$ cat src/include/ppcx_defs.svh
// Purpose: Offsets, reset values and field positions of the port pin block
// Assumes: Byte-wide registers on a plain strobe port
// Notes:   Offsets are word indices on the local register port
`ifndef PPCX_DEFS_SVH
`define PPCX_DEFS_SVH

`define PPCX_ADDR_W          5
`define PPCX_OFF_DIR0        5'h00
`define PPCX_OFF_DIR1        5'h01
`define PPCX_OFF_OUT0        5'h02
`define PPCX_OFF_OUT1        5'h03
`define PPCX_OFF_PULL0       5'h04
`define PPCX_OFF_PULL1       5'h05
`define PPCX_OFF_IN0         5'h06
`define PPCX_OFF_IN1         5'h07
`define PPCX_OFF_EIE_A       5'h08
`define PPCX_OFF_EIE_B       5'h09
`define PPCX_OFF_EIES_A      5'h0a
`define PPCX_OFF_EIES_B      5'h0b
`define PPCX_OFF_EIF_A       5'h0c
`define PPCX_OFF_EIF_B       5'h0d
`define PPCX_OFF_SPEC        5'h0e

`define PPCX_RST_DIR         8'h00
`define PPCX_RST_OUT         8'hff
`define PPCX_RST_PULL        8'hff
`define PPCX_RST_ZERO        8'h00
// Special enable reg: bit0 tx pin special, bit1 tx enable special, bit2 scan
`define PPCX_RST_SPEC        8'h04
`define PPCX_SPEC_TX_BIT     0
`define PPCX_SPEC_TX_DRIVER_ENABLE_N_BIT   1
`define PPCX_SPEC_SCAN_BIT   2
`define PPCX_PIN_RX          0
`define PPCX_PIN_TX          1
`define PPCX_PIN_TX_DRIVER_ENABLE_N        2

`endif

$ cat src/include/ppcx_pkg.sv
// Purpose: Types for the port pin block
// Assumes: Two 8-bit ports
// Notes:   Constants live in ppcx_defs.svh
package ppcx_pkg;
  typedef logic [7:0] ppcx_byte_t;
  typedef enum logic [1:0] {
    PPCX_PIN_HIZ,
    PPCX_PIN_PULL,
    PPCX_PIN_DRIVE
  } ppcx_pin_mode_t;
endpackage
$ cat src/hw/ppcx_port_ctrl.sv
// Purpose: Per-pin direction, output, pull, external interrupt and special-function mux
// Assumes: Single clock clk_in, synchronous active-high reset, plain register port
// Notes:   Flags are write-one-to-clear; a new edge wins over the clear
//
// Behaviour
// - Output direction without special function drives the output-latch value.
// - Input direction uses the output-latch bit as weak pull enable.
// - Input registers always return synchronised pin levels, whatever the direction.
// - Every pin of both ports has enable, flag and edge-select bits.
// - Edge-select bit picks rising or falling transition per pin.
// - A detected transition of selected polarity sets the pin's flag.
// - Request raised only when flag and pin enable, mask and global set.
// - Any valid interrupt edge issues a stop-mode switchback trigger.
// - After reset special functions are off except boundary-scan pins.
// - An enabled special function overrides direction and output latch; the code does so only while serial_tx_active_in is high.
// - Alternate functions leave direction and output under normal control.
// - Port 0 pin 0 always feeds the serial receiver input.
// - While transmitting, port 0 pin 1 carries transmit data, else configured pull; the code falls back to direction and output latch.
// - While transmitting, port 0 pin 2 drives low, else configured pull; the code falls back to direction and output latch.
// - Port 0 pins 0 to 2 become interrupt inputs 0 to 2 when enabled.
// - Every pin leaves reset as an input with weak pullup.
//
// The implementer's own choices: the placing of the registers and the strobed register port.
`timescale 1ns/10ps
`include "ppcx_defs.svh"

module ppcx_port_ctrl (
  input  wire logic                    clk_in,
  input  wire logic                    sys_rst_in,
  // Register port
  input  wire logic [`PPCX_ADDR_W-1:0] reg_addr_in,
  input  wire logic [7:0]              reg_wdata_in,
  input  wire logic                    reg_wr_in,
  input  wire logic                    reg_rd_in,
  output logic      [7:0]              reg_rdata_out,
  // Interrupt gating from the core
  input  wire logic                    module0_irq_mask_in,
  input  wire logic                    global_irq_enable_in,
  output logic                         irq_req_out,
  output logic                         switchback_out,
  // Serial port
  input  wire logic                    serial_tx_active_in,
  input  wire logic                    serial_tx_data_in,
  output logic                         serial_rx_pin_out,
  // Boundary-scan function enable
  output logic                         scan_pins_en_out,
  // Pins: input, output value, output enable, pull enable and pull direction
  input  wire logic [7:0]              port0_pin_in,
  input  wire logic [7:0]              port1_pin_in,
  output logic      [7:0]              port0_pin_out,
  output logic      [7:0]              port1_pin_out,
  output logic      [7:0]              port0_pin_oe_out,
  output logic      [7:0]              port1_pin_oe_out,
  output logic      [7:0]              port0_pull_en_out,
  output logic      [7:0]              port1_pull_en_out,
  output logic      [7:0]              port0_pull_up_out,
  output logic      [7:0]              port1_pull_up_out
);

  // ------------------------------------------------------------
  // Registers
  // ------------------------------------------------------------
  ppcx_pkg::ppcx_byte_t port0_direction_reg_q;
  ppcx_pkg::ppcx_byte_t port1_direction_reg_q;
  ppcx_pkg::ppcx_byte_t port0_output_latch_reg_q;
  ppcx_pkg::ppcx_byte_t port1_output_latch_reg_q;
  ppcx_pkg::ppcx_byte_t port0_pull_dir_q;
  ppcx_pkg::ppcx_byte_t port1_pull_dir_q;
  ppcx_pkg::ppcx_byte_t ext_irq_enable_reg_a_q;
  ppcx_pkg::ppcx_byte_t ext_irq_enable_reg_b_q;
  ppcx_pkg::ppcx_byte_t ext_irq_edge_sel_reg_a_q;
  ppcx_pkg::ppcx_byte_t ext_irq_edge_sel_reg_b_q;
  ppcx_pkg::ppcx_byte_t ext_irq_flag_reg_a_q;
  ppcx_pkg::ppcx_byte_t ext_irq_flag_reg_b_q;
  ppcx_pkg::ppcx_byte_t special_en_q;
  logic [15:0]          pin_meta_q;
  logic [15:0]          pin_sync_q;
  logic [15:0]          pin_prev_q;
  logic [15:0]          edge_hit_d;

  function automatic logic hit(input logic [`PPCX_ADDR_W-1:0] off);
    hit = reg_wr_in && (reg_addr_in == off);
  endfunction

  // Rising when select is 0, falling when select is 1
  function automatic ppcx_pkg::ppcx_byte_t edges(input ppcx_pkg::ppcx_byte_t cur,
                                                 input ppcx_pkg::ppcx_byte_t prv,
                                                 input ppcx_pkg::ppcx_byte_t sel);
    edges = ((cur & ~prv) & ~sel) | ((~cur & prv) & sel);
  endfunction

  // ------------------------------------------------------------
  // Configuration writes
  // ------------------------------------------------------------
  always_ff @(posedge clk_in) begin
    if (sys_rst_in) begin
      port0_direction_reg_q <= `PPCX_RST_DIR;
      port1_direction_reg_q <= `PPCX_RST_DIR;
    end else begin
      if (hit(`PPCX_OFF_DIR0)) begin
        port0_direction_reg_q <= reg_wdata_in;
      end
      if (hit(`PPCX_OFF_DIR1)) begin
        port1_direction_reg_q <= reg_wdata_in;
      end
    end
  end

  // Latch resets high so input pins leave reset pulled
  always_ff @(posedge clk_in) begin
    if (sys_rst_in) begin
      port0_output_latch_reg_q <= `PPCX_RST_OUT;
      port1_output_latch_reg_q <= `PPCX_RST_OUT;
    end else begin
      if (hit(`PPCX_OFF_OUT0)) begin
        port0_output_latch_reg_q <= reg_wdata_in;
      end
      if (hit(`PPCX_OFF_OUT1)) begin
        port1_output_latch_reg_q <= reg_wdata_in;
      end
    end
  end

  always_ff @(posedge clk_in) begin
    if (sys_rst_in) begin
      port0_pull_dir_q <= `PPCX_RST_PULL;
      port1_pull_dir_q <= `PPCX_RST_PULL;
    end else begin
      if (hit(`PPCX_OFF_PULL0)) begin
        port0_pull_dir_q <= reg_wdata_in;
      end
      if (hit(`PPCX_OFF_PULL1)) begin
        port1_pull_dir_q <= reg_wdata_in;
      end
    end
  end

  always_ff @(posedge clk_in) begin
    if (sys_rst_in) begin
      ext_irq_enable_reg_a_q <= `PPCX_RST_ZERO;
      ext_irq_enable_reg_b_q <= `PPCX_RST_ZERO;
    end else begin
      if (hit(`PPCX_OFF_EIE_A)) begin
        ext_irq_enable_reg_a_q <= reg_wdata_in;
      end
      if (hit(`PPCX_OFF_EIE_B)) begin
        ext_irq_enable_reg_b_q <= reg_wdata_in;
      end
    end
  end

  always_ff @(posedge clk_in) begin
    if (sys_rst_in) begin
      ext_irq_edge_sel_reg_a_q <= `PPCX_RST_ZERO;
      ext_irq_edge_sel_reg_b_q <= `PPCX_RST_ZERO;
    end else begin
      if (hit(`PPCX_OFF_EIES_A)) begin
        ext_irq_edge_sel_reg_a_q <= reg_wdata_in;
      end
      if (hit(`PPCX_OFF_EIES_B)) begin
        ext_irq_edge_sel_reg_b_q <= reg_wdata_in;
      end
    end
  end

  always_ff @(posedge clk_in) begin
    if (sys_rst_in) begin
      special_en_q <= `PPCX_RST_SPEC;
    end else if (hit(`PPCX_OFF_SPEC)) begin
      special_en_q <= reg_wdata_in;
    end
  end

  // ------------------------------------------------------------
  // Pin synchroniser and edge detection
  // ------------------------------------------------------------
  always_ff @(posedge clk_in) begin
    if (sys_rst_in) begin
      pin_meta_q <= 16'hffff;
      pin_sync_q <= 16'hffff;
      pin_prev_q <= 16'hffff;
    end else begin
      pin_meta_q <= {port1_pin_in, port0_pin_in};
      pin_sync_q <= pin_meta_q;
      pin_prev_q <= pin_sync_q;
    end
  end

  assign edge_hit_d = {edges(pin_sync_q[15:8], pin_prev_q[15:8], ext_irq_edge_sel_reg_b_q),
                       edges(pin_sync_q[7:0], pin_prev_q[7:0], ext_irq_edge_sel_reg_a_q)};

  // ------------------------------------------------------------
  // Flags: write one to clear, a new edge wins
  // ------------------------------------------------------------
  always_ff @(posedge clk_in) begin
    if (sys_rst_in) begin
      ext_irq_flag_reg_a_q <= `PPCX_RST_ZERO;
      ext_irq_flag_reg_b_q <= `PPCX_RST_ZERO;
    end else begin
      ext_irq_flag_reg_a_q <= (ext_irq_flag_reg_a_q &
                               ~(hit(`PPCX_OFF_EIF_A) ? reg_wdata_in : 8'h00))
                              | edge_hit_d[7:0];
      ext_irq_flag_reg_b_q <= (ext_irq_flag_reg_b_q &
                               ~(hit(`PPCX_OFF_EIF_B) ? reg_wdata_in : 8'h00))
                              | edge_hit_d[15:8];
    end
  end

  // ------------------------------------------------------------
  // Interrupt request and switchback
  // ------------------------------------------------------------
  always_ff @(posedge clk_in) begin
    if (sys_rst_in) begin
      irq_req_out    <= 1'b0;
      switchback_out <= 1'b0;
    end else begin
      irq_req_out <= (|((ext_irq_flag_reg_a_q & ext_irq_enable_reg_a_q) |
                        (ext_irq_flag_reg_b_q & ext_irq_enable_reg_b_q)))
                     && module0_irq_mask_in && global_irq_enable_in;
      // Only enabled pins count as interrupt pins for wake-up
      switchback_out <= |(edge_hit_d &
                          {ext_irq_enable_reg_b_q, ext_irq_enable_reg_a_q});
    end
  end

  // ------------------------------------------------------------
  // Register read
  // ------------------------------------------------------------
  always_ff @(posedge clk_in) begin
    if (sys_rst_in) begin
      reg_rdata_out <= 8'h00;
    end else if (reg_rd_in) begin
      if (reg_addr_in == `PPCX_OFF_DIR0) begin
        reg_rdata_out <= port0_direction_reg_q;
      end else if (reg_addr_in == `PPCX_OFF_DIR1) begin
        reg_rdata_out <= port1_direction_reg_q;
      end else if (reg_addr_in == `PPCX_OFF_OUT0) begin
        reg_rdata_out <= port0_output_latch_reg_q;
      end else if (reg_addr_in == `PPCX_OFF_OUT1) begin
        reg_rdata_out <= port1_output_latch_reg_q;
      end else if (reg_addr_in == `PPCX_OFF_PULL0) begin
        reg_rdata_out <= port0_pull_dir_q;
      end else if (reg_addr_in == `PPCX_OFF_PULL1) begin
        reg_rdata_out <= port1_pull_dir_q;
      end else if (reg_addr_in == `PPCX_OFF_IN0) begin
        reg_rdata_out <= pin_sync_q[7:0];
      end else if (reg_addr_in == `PPCX_OFF_IN1) begin
        reg_rdata_out <= pin_sync_q[15:8];
      end else if (reg_addr_in == `PPCX_OFF_EIE_A) begin
        reg_rdata_out <= ext_irq_enable_reg_a_q;
      end else if (reg_addr_in == `PPCX_OFF_EIE_B) begin
        reg_rdata_out <= ext_irq_enable_reg_b_q;
      end else if (reg_addr_in == `PPCX_OFF_EIES_A) begin
        reg_rdata_out <= ext_irq_edge_sel_reg_a_q;
      end else if (reg_addr_in == `PPCX_OFF_EIES_B) begin
        reg_rdata_out <= ext_irq_edge_sel_reg_b_q;
      end else if (reg_addr_in == `PPCX_OFF_EIF_A) begin
        reg_rdata_out <= ext_irq_flag_reg_a_q;
      end else if (reg_addr_in == `PPCX_OFF_EIF_B) begin
        reg_rdata_out <= ext_irq_flag_reg_b_q;
      end else if (reg_addr_in == `PPCX_OFF_SPEC) begin
        reg_rdata_out <= special_en_q;
      end else begin
        reg_rdata_out <= 8'h00;
      end
    end else begin
      reg_rdata_out <= 8'h00;
    end
  end

  // ------------------------------------------------------------
  // Pin drive
  // ------------------------------------------------------------
  logic [7:0] p0_oe_d;
  logic [7:0] p0_val_d;
  logic [7:0] p0_pen_d;
  logic       tx_spec;
  logic       tx_driver_enable_n_spec;

  assign tx_spec   = special_en_q[`PPCX_SPEC_TX_BIT] && serial_tx_active_in;
  assign tx_driver_enable_n_spec = special_en_q[`PPCX_SPEC_TX_DRIVER_ENABLE_N_BIT] && serial_tx_active_in;

  // Alternate (interrupt) functions never touch drive: standard mux only
  always_comb begin
    p0_oe_d  = port0_direction_reg_q;
    p0_val_d = port0_output_latch_reg_q & port0_direction_reg_q;
    p0_pen_d = port0_output_latch_reg_q & ~port0_direction_reg_q;
    if (tx_spec) begin
      p0_oe_d[`PPCX_PIN_TX]  = 1'b1;
      p0_val_d[`PPCX_PIN_TX] = serial_tx_data_in;
      p0_pen_d[`PPCX_PIN_TX] = 1'b0;
    end
    if (tx_driver_enable_n_spec) begin
      p0_oe_d[`PPCX_PIN_TX_DRIVER_ENABLE_N]  = 1'b1;
      p0_val_d[`PPCX_PIN_TX_DRIVER_ENABLE_N] = 1'b0;
      p0_pen_d[`PPCX_PIN_TX_DRIVER_ENABLE_N] = 1'b0;
    end
  end

  always_ff @(posedge clk_in) begin
    if (sys_rst_in) begin
      port0_pin_oe_out  <= `PPCX_RST_ZERO;
      port0_pin_out     <= `PPCX_RST_ZERO;
      port0_pull_en_out <= `PPCX_RST_PULL;
      port0_pull_up_out <= `PPCX_RST_PULL;
    end else begin
      port0_pin_oe_out  <= p0_oe_d;
      port0_pin_out     <= p0_val_d;
      port0_pull_en_out <= p0_pen_d;
      port0_pull_up_out <= port0_pull_dir_q;
    end
  end

  always_ff @(posedge clk_in) begin
    if (sys_rst_in) begin
      port1_pin_oe_out  <= `PPCX_RST_ZERO;
      port1_pin_out     <= `PPCX_RST_ZERO;
      port1_pull_en_out <= `PPCX_RST_PULL;
      port1_pull_up_out <= `PPCX_RST_PULL;
    end else begin
      port1_pin_oe_out  <= port1_direction_reg_q;
      port1_pin_out     <= port1_output_latch_reg_q & port1_direction_reg_q;
      port1_pull_en_out <= port1_output_latch_reg_q & ~port1_direction_reg_q;
      port1_pull_up_out <= port1_pull_dir_q;
    end
  end

  always_ff @(posedge clk_in) begin
    if (sys_rst_in) begin
      scan_pins_en_out <= 1'b1;
    end else begin
      scan_pins_en_out <= special_en_q[`PPCX_SPEC_SCAN_BIT];
    end
  end

  // Receiver sees the synchronised pin whatever the configuration
  always_ff @(posedge clk_in) begin
    if (sys_rst_in) begin
      serial_rx_pin_out <= 1'b1;
    end else begin
      serial_rx_pin_out <= pin_sync_q[`PPCX_PIN_RX];
    end
  end

endmodule

$ cat config.mk
export PLATFORM = sky130hd
export DESIGN_NAME = ppcx_port_ctrl
export DESIGN_NICKNAME = d
export VERILOG_FILES = /design/src/include/ppcx_pkg.sv /design/src/hw/ppcx_port_ctrl.sv
export VERILOG_INCLUDE_DIRS = /design/src /design/src/include
export SDC_FILE = /design/constraint.sdc
export NUM_CORES = 1
export LEC_CHECK = 0
export ABC_AREA = 0
export BUFFER_PORTS_ARGS = -buffer_cell sky130_fd_sc_hd__buf_2
export CAP_MARGIN = 25
export CORE_MARGIN = 3
export CORE_UTILIZATION = 62
export CTS_CLUSTER_DIAMETER = 150
export DETAILED_ROUTE_END_ITERATION = 10
export GPL_ROUTABILITY_DRIVEN = 1
export PLACE_DENSITY = 0.94
export SLEW_MARGIN = 0
export SYNTH_ARGS = -nofsm -noshare
export SYNTH_HDL_FRONTEND = slang
export SYNTH_SLANG_ARGS = --single-unit
$ cat constraint.sdc
create_clock -name clk_in -period 3.4 [get_ports clk_in]
set_input_delay 0.17 -clock clk_in [delete_from_list [all_inputs] [get_ports clk_in]]
set_output_delay 0.17 -clock clk_in [all_outputs]
set_load 0.02 [all_outputs]
==> impl_metrics.prom <==
# TYPE chip_impl_metric gauge
chip_impl_metric{name="global_route_wire_length_before_repair",unit="um"} 48600
chip_impl_metric{name="synth_sequential_area_ratio",unit=""} 0.509
chip_impl_metric{name="max-cap-violations",unit=""} 0
chip_impl_metric{name="period_minus_slack",unit="ns"} 2.31
chip_impl_info{name="worstSetupStartpointType",value="register"} 1
chip_impl_metric{name="timing.hold.worst_path_depth",unit=""} 3
chip_impl_metric{name="final_layout_size_suffix_gt1_frac",unit=""} 0.210
chip_impl_info{name="hold_path_class",value="in -> reg"} 1
chip_impl_metric{name="gp_congestion",unit=""} 1.04
chip_impl_metric{name="worst-endpoint-required",unit="ns"} 3.78
chip_impl_metric{name="synthArstFlopShare",unit=""} 0
chip_impl_metric{name="drt-total-wl",unit="um"} 32300
chip_impl_metric{name="clk_latency",unit="ns"} 0.50
chip_impl_metric{name="syn_to_final_growth",unit="%"} 17.0
chip_impl_metric{name="worst_pin_slew",unit="ns"} 0.874
chip_impl_info{name="timing_worst_setup_path_type",value="reg -> reg"} 1
chip_impl_metric{name="globalRouteTotalUtil",unit=""} 0.398
chip_impl_metric{name="report.final.slew_viol_count",unit=""} 0
chip_impl_metric{name="clk_pin_slew",unit="ns"} 0.06
chip_impl_metric{name="timing.final.setup_violations",unit=""} 0
chip_impl_metric{name="final_hold_fails",unit=""} 0
chip_impl_metric{name="crit_arrival",unit="ns"} 2.69
chip_impl_metric{name="clock_buffer_depth",unit=""} 3
chip_impl_info{name="path_cells",value="a22o_1 -> a221oi_1 -> nand4_1 -> and4_1 -> dlygate4sd3_1"} 1
chip_impl_metric{name="clkSinkCount",unit=""} 227
chip_impl_metric{name="cts_setup_buffers",unit=""} 0
chip_impl_metric{name="synth.cell_area",unit="sq mm"} 0.00892
chip_impl_metric{name="die_height",unit="um"} 126
chip_impl_metric{name="drt_drc_violations_left",unit=""} 0
chip_impl_info{name="synthTopCellsByArea",value="dfxtp_1, or2_2, nor2_1, mux2i_1, o21ai_0"} 1
chip_impl_metric{name="initial_utilization",unit=""} 0.638
chip_impl_metric{name="fmaxAchievable",unit="MHz"} 433
chip_impl_info{name="tritoncts_clock_tree",value="built"} 1
chip_impl_info{name="clk_root_buffer_cell",value="clkbuf_16"} 1
chip_impl_metric{name="synth-edff-count",unit=""} 0
chip_impl_metric{name="critical-path-max-stage-delay",unit="ns"} 0.56
chip_impl_metric{name="grt_pass1_vias",unit=""} 8248
chip_impl_metric{name="synth.yosys.warnings",unit=""} 0
chip_impl_metric{name="num_rows",unit=""} 43
chip_impl_metric{name="fin_nets",unit=""} 1116
chip_impl_metric{name="setup_total_negative_slack",unit="ns"} 0
chip_impl_info{name="critical-path-slowest-cell",value="dlygate4sd3_1"} 1
chip_impl_metric{name="netlist-cell-type-count",unit=""} 63
chip_impl_info{name="largestRegisters",value="pin_meta_q: 16 flops, pin_prev_q: 16 flops, pin_sync_q: 16 flops"} 1
chip_impl_metric{name="insertedDiodeCount",unit=""} 0
chip_impl_metric{name="slew-limit-headroom",unit=""} 0.413
chip_impl_metric{name="grt_max_degree",unit=""} 86
chip_impl_metric{name="portBuffers",unit=""} 112
chip_impl_metric{name="finalClockSkew",unit="ns"} 0.0112
chip_impl_metric{name="cp_num_buf_inv",unit=""} 1
chip_impl_metric{name="ys_ff_latch",unit=""} 227
chip_impl_metric{name="power_per_cell_area",unit="mW/mm^2"} 531
chip_impl_info{name="synth_top_cell_by_area",value="dfxtp_1"} 1
chip_impl_metric{name="detailroute.via_count",unit=""} 8246
chip_impl_metric{name="r2r_cells",unit=""} 5
chip_impl_metric{name="synth_top_area_share",unit=""} 0.509
chip_impl_info{name="path_delay_family",value="compound AO/OA/AOI/OAI gates"} 1
chip_impl_metric{name="die_x_extent",unit="um"} 126
chip_impl_metric{name="dpl.hpwl",unit="um"} 22100
chip_impl_info{name="unrepaired_setup_endpoints_after_global_routing",value="false"} 1
chip_impl_metric{name="final_antenna_net_count",unit=""} 0
chip_impl_metric{name="cts.repair.resized",unit=""} 0
chip_impl_metric{name="worstPathMaxFanout",unit=""} 4
chip_impl_metric{name="synthCells",unit=""} 971
chip_impl_metric{name="grt.overflow.total",unit=""} 0
chip_impl_metric{name="design.core.area",unit="sq mm"} 0.0140
chip_impl_metric{name="numCtsBuffers",unit=""} 22
chip_impl_metric{name="cts.hold.buffers_added",unit=""} 20
chip_impl_metric{name="detail_route.vias_per_cell",unit=""} 6.48
chip_impl_info{name="r2r_end",value="irq_req_out"} 1
chip_impl_metric{name="irDropWorstVdd",unit="V"} 0.000563
chip_impl_info{name="yosys_most_used_dff",value="dfxtp_1"} 1
chip_impl_metric{name="period_share",unit=""} 0.679
chip_impl_metric{name="design.die.area",unit="sq mm"} 0.0159
chip_impl_metric{name="setup.reg_to_reg.worst_slack",unit="ns"} 1.09
chip_impl_metric{name="drtIter0Drc",unit=""} 979
chip_impl_info{name="kind_of_end_point_of_the_critical_path",value="register"} 1
chip_impl_metric{name="setup_slack",unit="ns"} 1.09
chip_impl_metric{name="synthesis.nets",unit=""} 1008
chip_impl_metric{name="drtPass1Iterations",unit=""} 5
chip_impl_metric{name="synth_area_per_cell",unit="sq um"} 9.19
chip_impl_metric{name="cellLeakagePower",unit="uW"} 0.00433
chip_impl_info{name="timing.rr.start",value="ext_irq_enable_reg_a_q[3]"} 1
chip_impl_metric{name="pre_cts_slack",unit="ns"} 0.874
chip_impl_info{name="hold_path.startpoint",value="reg_wdata_in[7]"} 1
chip_impl_metric{name="routedWlPerCell",unit="um"} 25.4
chip_impl_info{name="status",value="finished clean"} 1
chip_impl_metric{name="antenna_found_initial",unit=""} 2
chip_impl_info{name="min_to",value="ext_irq_enable_reg_b_q[7]"} 1
chip_impl_metric{name="ports",unit=""} 113
chip_impl_metric{name="cts-htree-levels",unit=""} 1
cell families after synthesis:
logic type | synth area share
compound gates | 0.174
buf+inv | 0.0418
flops | 0.509
mux | 0.0466
simple gates | 0.229
worst max-delay path by stage:
stage                              start          endpoint  depth (start not counted)
2_1_floorplan             reg_addr_in[0]  reg_rdata_out[3]                          7
3_3_place_gp              reg_addr_in[0]  reg_rdata_out[0]                          6
3_5_place_dp              reg_addr_in[0]  reg_rdata_out[0]                          6
4_1_cts        ext_irq_enable_reg_a_q[3]       irq_req_out                          5
5_1_grt          ext_irq_flag_reg_a_q[3]       irq_req_out                          5
6_report       ext_irq_enable_reg_a_q[3]       irq_req_out                          5
cells in the final DEF (no fill, tap or decap), types with 6 or more instances in the layout:
master | netlist | final
dfxtp_1 | 227 | 227
or2_2 | 64 | 64
nor2b_1 | 18 | 18
nand3_1 | 24 | 24
nor2_1 | 104 | 104
dlygate4sd3_1 | 0 | 20
o22ai_1 | 9 | 9
nand2_1 | 61 | 61
o211ai_1 | 36 | 36
o221ai_1 | 7 | 7
buf_4 | 2 | 9
nor3b_1 | 16 | 16
nand2b_1 | 13 | 13
a21o_1 | 6 | 6
a22o_1 | 9 | 9
and2_1 | 12 | 12
mux2i_1 | 37 | 37
and3b_1 | 15 | 15
buf_2 | 10 | 111
clkbuf_16 | 0 | 23
a21oi_1 | 59 | 59
inv_1 | 33 | 33
nor3_1 | 11 | 11
o21ai_0 | 60 | 60
a221oi_1 | 8 | 8
per-stage QoR:
step           instance area (sq um)  std cells   util  hold slack [ns]  total power (uW)
2_1_floorplan                   8920        971      -            0.249              3010
3_3_place_gp                    9530       1215  0.681            0.352              3140
3_5_place_dp                    9530       1215  0.681            0.356              3150
4_1_cts                        10400       1273  0.746           0.0212              5500
5_1_grt                        10400       1273  0.746           0.0432              5670
6_report                       10400       1273  0.746           0.0284              5540
metal layers:
metal  track usage  part of all wire  up-vias
met2         0.653              0.46      571
li1              -                 -     3643
met5             0           0.00084        -
met3        0.0941             0.099      162
met4         0.262             0.076        4
met1         0.466              0.36     3866
Yosys cell counts (3+ instances only):
cell / number
nor4_1: 3
a221oi_1: 8
o31ai_1: 3
buf_2: 10
o221a_1: 3
o2111ai_1: 5
a32oi_1: 5
or3_1: 4
nor2_4: 3
a211oi_1: 4
dfxtp_1: 227
nor3b_1: 16
a21o_1: 6
or4b_1: 3
and3b_1: 15
a22o_1: 9
nand2b_1: 13
or4_1: 3
a21oi_1: 59
o21ai_0: 60
inv_1: 33
o221ai_1: 7
mux2i_1: 37
a221o_1: 3
and2_1: 12
or2_2: 64
o211ai_1: 36
nand3_1: 24
nor2b_1: 18
or3b_1: 3
clkbuf_1: 41
and3_1: 5
nor3_1: 11
nand4_1: 4
o21ai_1: 4
o22ai_1: 9
nand2_1: 61
or2_1: 3
nor2_1: 104
report_power, final:
| part | total [uW] | switching (uW) | leakage (uW) | internal (uW) |
|---|---|---|---|---|
| logic | 376 | 252 | 0.00214 | 124 |
| clock network | 2420 | 1020 | 0.000351 | 1400 |
| registers | 2750 | 43.2 | 0.00184 | 2710 |
| total | 5540 | 1310 | 0.00433 | 4230 |
worst min-delay path, cell delays in order:
cell	delay, ns
buf_2	0.17
nand3_1	0.08
a21oi_1	0.06
layout make-up:
type                       instances  area (sq um)
fill                             922          3550
timing repair buffer             140           823
inverter                          34           128
tap                              180           225
clock inverter                     7          66.3
sequential                       227          4540
clock buffer                      31           646
multi-input combinational        654          4010
No activity file was read; power rests on OpenSTA's default activity.
